[src/dfm_consts.svh]
// constants for the digital I/O function mapper: register map, codes, sizes, reset threshold
`ifndef DFM_CONSTS_SVH
`define DFM_CONSTS_SVH
`define DFM_NUM_DI 5
`define DFM_NUM_DO 3
`define DFM_NUM_PIN 7
`define DFM_ADDR_W 8
`define DFM_OFS_DI_CFG0 8'h00
`define DFM_OFS_DO_CFG0 8'h14
`define DFM_OFS_FORCE_SEL 8'h20
`define DFM_OFS_FORCED_IN 8'h24
`define DFM_OFS_FORCED_OUT 8'h28
`define DFM_OFS_ROT_THRESH 8'h2C
`define DFM_OFS_STATUS 8'h30
// function codes hold the decimal code as a binary value
`define DFM_CODE_NONE 8'h00
`define DFM_FI_MOTOR_EN 8'h01
`define DFM_FI_FAULT_CLR 8'h02
`define DFM_FI_FWD_LIMIT 8'h0E
`define DFM_FI_REV_LIMIT 8'h0F
`define DFM_FI_ORIGIN 8'h1F
`define DFM_FI_HALT 8'h22
`define DFM_FI_LATCH_A 8'h26
`define DFM_FI_LATCH_B 8'h27
`define DFM_FO_READY 8'h01
`define DFM_FO_ROTATING 8'h02
`define DFM_FO_BRAKE 8'h09
`define DFM_FO_WARNING 8'h0A
`define DFM_FO_FAULT 8'h0B
`define DFM_FO_POS_CMP 8'h19
`define DFM_FO_SAFE_TORQUE 8'h20
`define DFM_FORCE_NONE 3'h0
`define DFM_FORCE_IN 3'h1
`define DFM_FORCE_OUT 3'h2
`define DFM_FORCE_BOTH 3'h3
`define DFM_FORCE_BUS_OUT 3'h4
`define DFM_RESP_OKAY 2'h0
`define DFM_RESP_SLVERR 2'h2
`define DFM_RST_THRESH 16'h00C8
`endif

[src/dfm_pkg.sv]
// types shared by the digital I/O function mapper
package dfm_pkg;
  `include "dfm_consts.svh"

  typedef struct packed {
    logic sense;
    logic [7:0] code;
  } dfm_cfg_t;

  typedef struct packed {
    logic awvalid;
    logic [31:0] awaddr;
    logic wvalid;
    logic [31:0] wdata;
    logic [3:0] wstrb;
    logic bready;
    logic arvalid;
    logic [31:0] araddr;
    logic rready;
  } dfm_axi_req_t;

  typedef struct packed {
    logic awready;
    logic wready;
    logic bvalid;
    logic [1:0] bresp;
    logic arready;
    logic rvalid;
    logic [31:0] rdata;
    logic [1:0] rresp;
  } dfm_axi_rsp_t;

  typedef struct packed {
    logic bus_control;
    logic drive_ready;
    logic signed [15:0] filt_speed;
    logic brake_active;
    logic warning;
    logic fault;
    logic pos_passed;
    logic [`DFM_NUM_DO-1:0] bus_do_enable;
    logic [`DFM_NUM_DO-1:0] bus_do_value;
  } dfm_drive_t;

  typedef struct packed {
    logic motor_enable;
    logic fault_clear_in;
    logic forward_limit_in;
    logic reverse_limit_in;
    logic origin_sensor_in;
    logic emergency_halt_in;
    logic latch_trigger_a;
    logic latch_trigger_b;
  } dfm_in_func_t;

  typedef struct packed {
    dfm_axi_rsp_t rsp;
    logic aw_held;
    logic w_held;
    logic [31:0] awaddr;
    logic [31:0] wdata;
    logic [3:0] wstrb;
    dfm_cfg_t [`DFM_NUM_DI-1:0] di_cfg;
    dfm_cfg_t [`DFM_NUM_DO-1:0] do_cfg;
    logic [2:0] force_sel;
    logic [`DFM_NUM_DI-1:0] forced_in;
    logic [`DFM_NUM_DO-1:0] forced_out;
    logic [15:0] thresh;
    logic [`DFM_NUM_PIN-1:0] sync1;
    logic [`DFM_NUM_PIN-1:0] sync2;
    logic [`DFM_NUM_PIN-1:0] sync3;
    logic [`DFM_NUM_PIN-1:0] pin_level;
    logic [`DFM_NUM_DI-1:0] din_level;
    logic [`DFM_NUM_DO-1:0] dout;
    dfm_in_func_t in_func;
  } dfm_state_t;
endpackage

[src/dfm_mapper.sv]
// digital I/O function mapper with AXI4-Lite configuration slave
//
// Local design decisions: the AXI4-Lite register port and the placing of the registers.
`timescale 1ns/100ps
`include "dfm_consts.svh"
module dfm_mapper (
  input wire logic I_CORE_CLK,
  input wire logic I_RESET,
  input wire dfm_pkg::dfm_axi_req_t I_AXI_REQ,
  output dfm_pkg::dfm_axi_rsp_t O_AXI_RSP,
  input wire logic [`DFM_NUM_DI-1:0] I_DIN,
  input wire logic I_SAFETY_INPUT_A,
  input wire logic I_SAFETY_INPUT_B,
  input wire dfm_pkg::dfm_drive_t I_DRIVE,
  output logic [`DFM_NUM_DO-1:0] O_DOUT,
  output dfm_pkg::dfm_in_func_t O_IN_FUNC
);
  import dfm_pkg::*;

  dfm_state_t q;
  dfm_state_t n;
  logic force_in_mode;
  logic force_out_mode;
  logic bus_out_mode;

  function automatic logic [31:0] merge(input logic [31:0] old, input logic [31:0] data,
                                        input logic [3:0] strb);
    logic [31:0] res;
    res = old;
    for (int b = 0; b < 4; b++) begin
      if (strb[b]) begin
        res[8*b +: 8] = data[8*b +: 8];
      end
    end
    return res;
  endfunction

  function automatic logic [15:0] abs16(input logic signed [15:0] v);
    logic [15:0] r;
    r = v[15] ? 16'(-v) : 16'(v);
    return r;
  endfunction

  // bit 32 flags a mapped address, low word is the read value
  function automatic logic [32:0] reg_read(input dfm_state_t s, input logic [31:0] a);
    logic [32:0] r;
    r = {1'b0, 32'h0000_0000};
    if (a[31:`DFM_ADDR_W] == '0) begin
      for (int k = 0; k < `DFM_NUM_DI; k++) begin
        if (a[7:0] == 8'(`DFM_OFS_DI_CFG0 + 4 * k)) begin
          r = {1'b1, 23'h000000, s.di_cfg[k]};
        end
      end
      for (int k = 0; k < `DFM_NUM_DO; k++) begin
        if (a[7:0] == 8'(`DFM_OFS_DO_CFG0 + 4 * k)) begin
          r = {1'b1, 23'h000000, s.do_cfg[k]};
        end
      end
      case (a[7:0])
        `DFM_OFS_FORCE_SEL: r = {1'b1, 29'h00000000, s.force_sel};
        `DFM_OFS_FORCED_IN: r = {1'b1, 27'h0000000, s.forced_in};
        `DFM_OFS_FORCED_OUT: r = {1'b1, 29'h00000000, s.forced_out};
        `DFM_OFS_ROT_THRESH: r = {1'b1, 16'h0000, s.thresh};
        `DFM_OFS_STATUS: r = {1'b1, 8'h00, s.in_func, 2'h0, s.pin_level[6:5], 1'h0,
                              s.dout, 3'h0, s.din_level};
        default: r = r;
      endcase
    end
    return r;
  endfunction

  // output function activity by code; unknown or unassigned codes stay inactive
  function automatic logic fn_out(input logic [7:0] code, input dfm_drive_t d,
                                  input logic [15:0] thr, input logic [1:0] sto);
    logic act;
    act = 1'b0;
    case (code)
      `DFM_FO_READY: act = d.drive_ready;
      `DFM_FO_ROTATING: act = abs16(d.filt_speed) >= thr;
      `DFM_FO_BRAKE: act = d.brake_active;
      `DFM_FO_WARNING: act = d.warning;
      `DFM_FO_FAULT: act = d.fault;
      `DFM_FO_POS_CMP: act = d.pos_passed;
      `DFM_FO_SAFE_TORQUE: act = (sto == 2'h0);
      default: act = 1'b0;
    endcase
    return act;
  endfunction

  always_comb begin
    force_in_mode = (q.force_sel == `DFM_FORCE_IN) || (q.force_sel == `DFM_FORCE_BOTH);
    force_out_mode = (q.force_sel == `DFM_FORCE_OUT) || (q.force_sel == `DFM_FORCE_BOTH);
    bus_out_mode = (q.force_sel == `DFM_FORCE_BUS_OUT);
  end

  always_comb begin
    logic [32:0] rd;
    logic [31:0] wv;
    logic active;
    logic [7:0] code;
    dfm_in_func_t f;
    rd = {1'b0, 32'h0000_0000};
    wv = 32'h0000_0000;
    active = 1'b0;
    code = `DFM_CODE_NONE;
    f = '0;
    n = q;

    // write address and data are taken independently, response once both are held
    if (q.rsp.awready && I_AXI_REQ.awvalid) begin
      n.aw_held = 1'b1;
      n.awaddr = I_AXI_REQ.awaddr;
      n.rsp.awready = 1'b0;
    end
    if (q.rsp.wready && I_AXI_REQ.wvalid) begin
      n.w_held = 1'b1;
      n.wdata = I_AXI_REQ.wdata;
      n.wstrb = I_AXI_REQ.wstrb;
      n.rsp.wready = 1'b0;
    end
    if (q.aw_held && q.w_held && !q.rsp.bvalid) begin
      rd = reg_read(q, q.awaddr);
      wv = merge(rd[31:0], q.wdata, q.wstrb);
      n.aw_held = 1'b0;
      n.w_held = 1'b0;
      n.rsp.bvalid = 1'b1;
      n.rsp.bresp = rd[32] ? `DFM_RESP_OKAY : `DFM_RESP_SLVERR;
      if (rd[32]) begin
        for (int k = 0; k < `DFM_NUM_DI; k++) begin
          if (q.awaddr[7:0] == 8'(`DFM_OFS_DI_CFG0 + 4 * k)) begin
            n.di_cfg[k] = wv[8:0];
          end
        end
        for (int k = 0; k < `DFM_NUM_DO; k++) begin
          if (q.awaddr[7:0] == 8'(`DFM_OFS_DO_CFG0 + 4 * k)) begin
            n.do_cfg[k] = wv[8:0];
          end
        end
        case (q.awaddr[7:0])
          `DFM_OFS_FORCE_SEL: n.force_sel = wv[2:0];
          `DFM_OFS_FORCED_IN: n.forced_in = wv[`DFM_NUM_DI-1:0];
          `DFM_OFS_FORCED_OUT: n.forced_out = wv[`DFM_NUM_DO-1:0];
          `DFM_OFS_ROT_THRESH: n.thresh = wv[15:0];
          default: n.thresh = n.thresh;
        endcase
      end
    end
    if (q.rsp.bvalid && I_AXI_REQ.bready) begin
      n.rsp.bvalid = 1'b0;
      n.rsp.awready = 1'b1;
      n.rsp.wready = 1'b1;
    end

    // read answers one cycle after the address is taken
    if (q.rsp.arready && I_AXI_REQ.arvalid) begin
      rd = reg_read(q, I_AXI_REQ.araddr);
      n.rsp.rvalid = 1'b1;
      n.rsp.arready = 1'b0;
      n.rsp.rdata = rd[31:0];
      n.rsp.rresp = rd[32] ? `DFM_RESP_OKAY : `DFM_RESP_SLVERR;
    end
    if (q.rsp.rvalid && I_AXI_REQ.rready) begin
      n.rsp.rvalid = 1'b0;
      n.rsp.arready = 1'b1;
    end

    // three-stage synchroniser; a level is accepted once stages two and three agree
    n.sync1 = {I_SAFETY_INPUT_B, I_SAFETY_INPUT_A, I_DIN};
    n.sync2 = q.sync1;
    n.sync3 = q.sync2;
    n.pin_level = ((q.sync2 ~^ q.sync3) & q.sync3) | ((q.sync2 ^ q.sync3) & q.pin_level);
    n.din_level = force_in_mode ? q.forced_in : q.pin_level[`DFM_NUM_DI-1:0];

    // several terminals may share a code; their activity is ORed
    for (int k = 0; k < `DFM_NUM_DI; k++) begin
      active = q.din_level[k] ^ q.di_cfg[k].sense;
      code = q.di_cfg[k].code;
      case (code)
        `DFM_FI_MOTOR_EN: f.motor_enable = f.motor_enable | active;
        `DFM_FI_FAULT_CLR: f.fault_clear_in = f.fault_clear_in | active;
        `DFM_FI_FWD_LIMIT: f.forward_limit_in = f.forward_limit_in | active;
        `DFM_FI_REV_LIMIT: f.reverse_limit_in = f.reverse_limit_in | active;
        `DFM_FI_ORIGIN: f.origin_sensor_in = f.origin_sensor_in | active;
        `DFM_FI_HALT: f.emergency_halt_in = f.emergency_halt_in | active;
        `DFM_FI_LATCH_A: f.latch_trigger_a = f.latch_trigger_a | active;
        `DFM_FI_LATCH_B: f.latch_trigger_b = f.latch_trigger_b | active;
        default: f = f;
      endcase
    end
    // enable and fault clear only count in local control; levels, never edges
    f.motor_enable = f.motor_enable & ~I_DRIVE.bus_control;
    f.fault_clear_in = f.fault_clear_in & ~I_DRIVE.bus_control;
    n.in_func = f;

    for (int k = 0; k < `DFM_NUM_DO; k++) begin
      if (force_out_mode) begin
        active = q.forced_out[k];
      end else begin
        active = fn_out(q.do_cfg[k].code, I_DRIVE, q.thresh, q.pin_level[6:5]);
      end
      n.dout[k] = active ^ q.do_cfg[k].sense;
      // fieldbus override drives the raw level, bypassing the sense
      if (bus_out_mode && I_DRIVE.bus_do_enable[k]) begin
        n.dout[k] = I_DRIVE.bus_do_value[k];
      end
    end
  end

  always_ff @(posedge I_CORE_CLK or posedge I_RESET) begin
    if (I_RESET) begin
      q <= '0;
      q.rsp.awready <= 1'b1;
      q.rsp.wready <= 1'b1;
      q.rsp.arready <= 1'b1;
      q.force_sel <= `DFM_FORCE_NONE;
      q.thresh <= `DFM_RST_THRESH;
    end else begin
      q <= n;
    end
  end

  assign O_AXI_RSP = q.rsp;
  assign O_DOUT = q.dout;
  assign O_IN_FUNC = q.in_func;
endmodule

[config.mk]
export PLATFORM = sky130hd
export DESIGN_NAME = dfm_mapper
export DESIGN_NICKNAME = d
export VERILOG_FILES = /design/src/dfm_pkg.sv /design/src/dfm_mapper.sv
export VERILOG_INCLUDE_DIRS = /design/src /design/src/src
export SDC_FILE = /design/constraint.sdc
export NUM_CORES = 1
export LEC_CHECK = 0
export BUFFER_PORTS_ARGS = -buffer_cell sky130_fd_sc_hd__buf_2
export CORE_MARGIN = 5
export CORE_UTILIZATION = 35
export DETAILED_ROUTE_END_ITERATION = 10
export MAX_ROUTING_LAYER = met4
export PLACE_DENSITY = 0.62
export SKIP_CTS_REPAIR_TIMING = 1
export SLEW_MARGIN = 20
export SYNTH_ARGS = -nofsm -noshare
export SYNTH_HDL_FRONTEND = slang
export SYNTH_SLANG_ARGS = --single-unit
[constraint.sdc]
create_clock -name I_CORE_CLK -period 7.4 [get_ports I_CORE_CLK]
set_input_delay 0.37 -clock I_CORE_CLK [delete_from_list [all_inputs] [get_ports I_CORE_CLK]]
set_output_delay 0.37 -clock I_CORE_CLK [all_outputs]
set_load 0.03 [all_outputs]
==> summary.md <==
| Metric | Value |
|---|---|
| WL per Instance | `22.2 um` |
| Max_cap viols | `0` |
| Via count | `10400` |
| Mean number of vias per cell | `5.78` |
| Slew headroom | `27.7%` |
| GRT Overall Usage | `19.7%` |
| Sequential share of the synthesized area | `44.7%` |
| Sink Count | `226` |
| Synthesized cell area | `0.0127 mm2` |
| DP Wirelength | `29.2 mm` |
| Worst R2R Setup Slack | `3.94 ns` |
| Hold path startpoint | `I_AXI_REQ[0]` |
| Peak supply drop | `189 uV` |
| CP Max Fanout | `14` |
| Status | `finished, final reports clean` |
| Worst-path cell chain | `nor4_2 -> nand3b_1 -> nor3_2 -> nand4_1 -> mux2_2` |
| Gate Count Post-Synth | `1208` |
| Clk root buf | `clkbuf_16` |
| Fillcell total | `3474` |
| Type of the worst setup path | `flip-flop to flip-flop` |
| R2r startpoint | `q[180]` |
| Cts bufs inserted | `26` |
| Power per cell area | `258 mW/mm2` |
| Final critical-path share of the clock period | `46.8%` |
| Num rows | `69` |
| Yosys warns | `0` |
| Main synth FF type | `dfrtp_1` |
| Slew Limit Fails | `0` |
| PortBufs | `165` |
| Core area | `0.0357 mm2` |
| Post-route ant nets | `0` |
| FFs w/ async S/R, synth | `100%` |
| Starting density of the core | `35.5%` |
| Slowest stage cell, crit path | `nand4_1` |
| Layout cells sized above 1 | `29.7%` |
| Setup Viol. Count Final | `0` |
| Critical Path Start Type | `flip-flop` |
| GPL Wtd Cong | `0.974` |
| Synth Register Bits | `226` |
| Final nets | `1479` |
| CP required | `7.82 ns` |
| H-tree level count | `1` |
| Worst hold-check path type | `primary input to flip-flop` |
| GRT overflow | `0` |
| Hold Vio Cnt, Final | `0` |
| Final wirelength | `39.7 mm` |
| Total negative slack | `0 ns` |
| Layout area overhead | `14.3%` |
| RSZ-0062 raised after global routing | `no` |
| Final core utilization | `40.6%` |
| Syn_area_per_cell | `10.5 um2` |
| Clk Latency, worst-skew pair | `0.56 ns` |
| Commonest non-fill, non-tap cell in the layout | `dfrtp_1` |
| Layout Skew | `0.0286 ns` |
| Most frequent cells in the layout | `220 x dfrtp_1, 165 x buf_2, 142 x mux2_2` |
| Vias in the first global route | `10100` |
| First-pass GRT wire length | `61.3 mm` |
| Pleak | `0.00644 uW` |
| Drt pass-1 iters | `6` |
| Hold Crit Depth | `2` |
| Library cells used by synthesis | `89` |
| Ports | `194` |
| Actual slew at the worst max-slew pin | `1.08 ns` |
| Slowest cell delay on critical path | `0.81 ns` |
| Worst-case clock buffer depth | `3` |
| Hold EP | `O_AXI_RSP[34]` |
| Total die area | `0.0401 mm2` |
| Cells on worst reg2reg path | `5` |
| Worst EP arrival | `3.88 ns` |
| Post-synth EDFFs | `0` |
| Minimum clock period | `3.46 ns` |
| R2R Path End | `q[103]` |
| Largest net degree at the start of global routing | `95` |
| Initial antenna violation count | `1` |
| Achievable Freq | `289 MHz` |
| Initial DRC Count | `949` |
| Drc violations | `0` |
| Die Ht | `200 um` |
| Clock transition at path regs | `0.06 ns` |
| CTS tree | `done` |
| Crit. End Element | `flip-flop` |
| Chip width | `200 um` |
logic make-up after synthesis:
kind of cell,after synthesis,synth area share (%)
XOR/XNOR,19,1.31
buffers and inverters,162,6.73
multiplexers,160,14.6
AND/OR/NAND/NOR,318,13.7
other,1,0.0296
AO/OA/AOI/OAI,298,16.4
flip-flops,226,44.7
adder cells (fa/ha/maj),24,2.37
power by group:
| group | internal (uW) | switching [uW] |
|---|---|---|
| Clock | 776 | 537 |
| Sequential | 1410 | 144 |
| Combinational | 353 | 523 |
| Total | 2540 | 1200 |
how the worst max path moves through the flow:
stage,from,endpoint,slack [ns]
finish,q[180],q[103],3.94
global route,q[180],q[103],3.80
CTS,q[180],q[103],4.00
detailed placement,q[180],q[103],4.00
global placement,q[180],q[99],4.06
floorplan,I_RESET,O_AXI_RSP[10],0.85
cells in the mapped netlist, types with 11 or more instances:
master	n	area, um2
ha_1	24	300
o22ai_1	11	68.8
a22o_1	28	245
clkbuf_1	34	128
nor4_1	24	150
o21ai_0	58	290
xnor2_1	17	149
nor2b_1	12	75.1
a21o_1	14	105
inv_1	45	169
a221oi_1	15	131
nand3b_1	12	90.1
dfrtp_1	220	5510
buf_4	52	390
a21oi_1	64	320
mux2_2	142	1600
nand4_1	14	87.6
nand2_1	85	319
o211ai_1	12	90.1
nand3_1	31	155
nor3_1	21	105
a31oi_1	11	68.8
nor2_1	43	161
buf_2	21	105
through the flow:
step                      cell area, um2  hold WS (ns)  setup slack, ns  cells  power, uW
final                              14500        0.0318             3.94   1793       3740
after CTS                          14400        -0.121             4.00   1781       3770
after detailed placement           13500         0.335             4.00   1735       2440
after global routing               14500        0.0114             3.80   1793       3930
after floorplan                    12700         0.331            0.849   1217       2190
after global placement             13500         0.337             4.06   1735       2420
layer usage:
layer	routed length, um	share of wire (%)	global-route usage, %
met5	0	0	-
met4	1200	3.0	5.68
met3	3390	8.5	3.74
met2	17600	44	29.8
met1	17600	44	27.2
state kept, by name (all words and copies together), names as in the netlist:
register,flops
O_AXI_RSP,31
O_DOUT,3
O_IN_FUNC,8
n,14
q,170
critical path: cells and delay by family, from the launching register on:
family | cells | cell delay, ns
flops | 1 | 0.47
simple gates | 4 | 2.31
mux | 1 | 0.53
cell type report:
| class | count | area, um2 | area share (%) |
|---|---|---|---|
| Antenna cell | 1 | 2.50 | 0.0173 |
| Clock buffer | 35 | 744 | 5.14 |
| Clock inverter | 11 | 131 | 0.908 |
| Inverter | 47 | 184 | 1.27 |
| Multi-Input combinational cell | 829 | 6180 | 42.7 |
| Sequential cell | 226 | 5660 | 39.1 |
| Tap cell | 461 | 577 | 3.99 |
| Timing Repair Buffer | 183 | 988 | 6.83 |
Power figures use the tool's default switching activity.
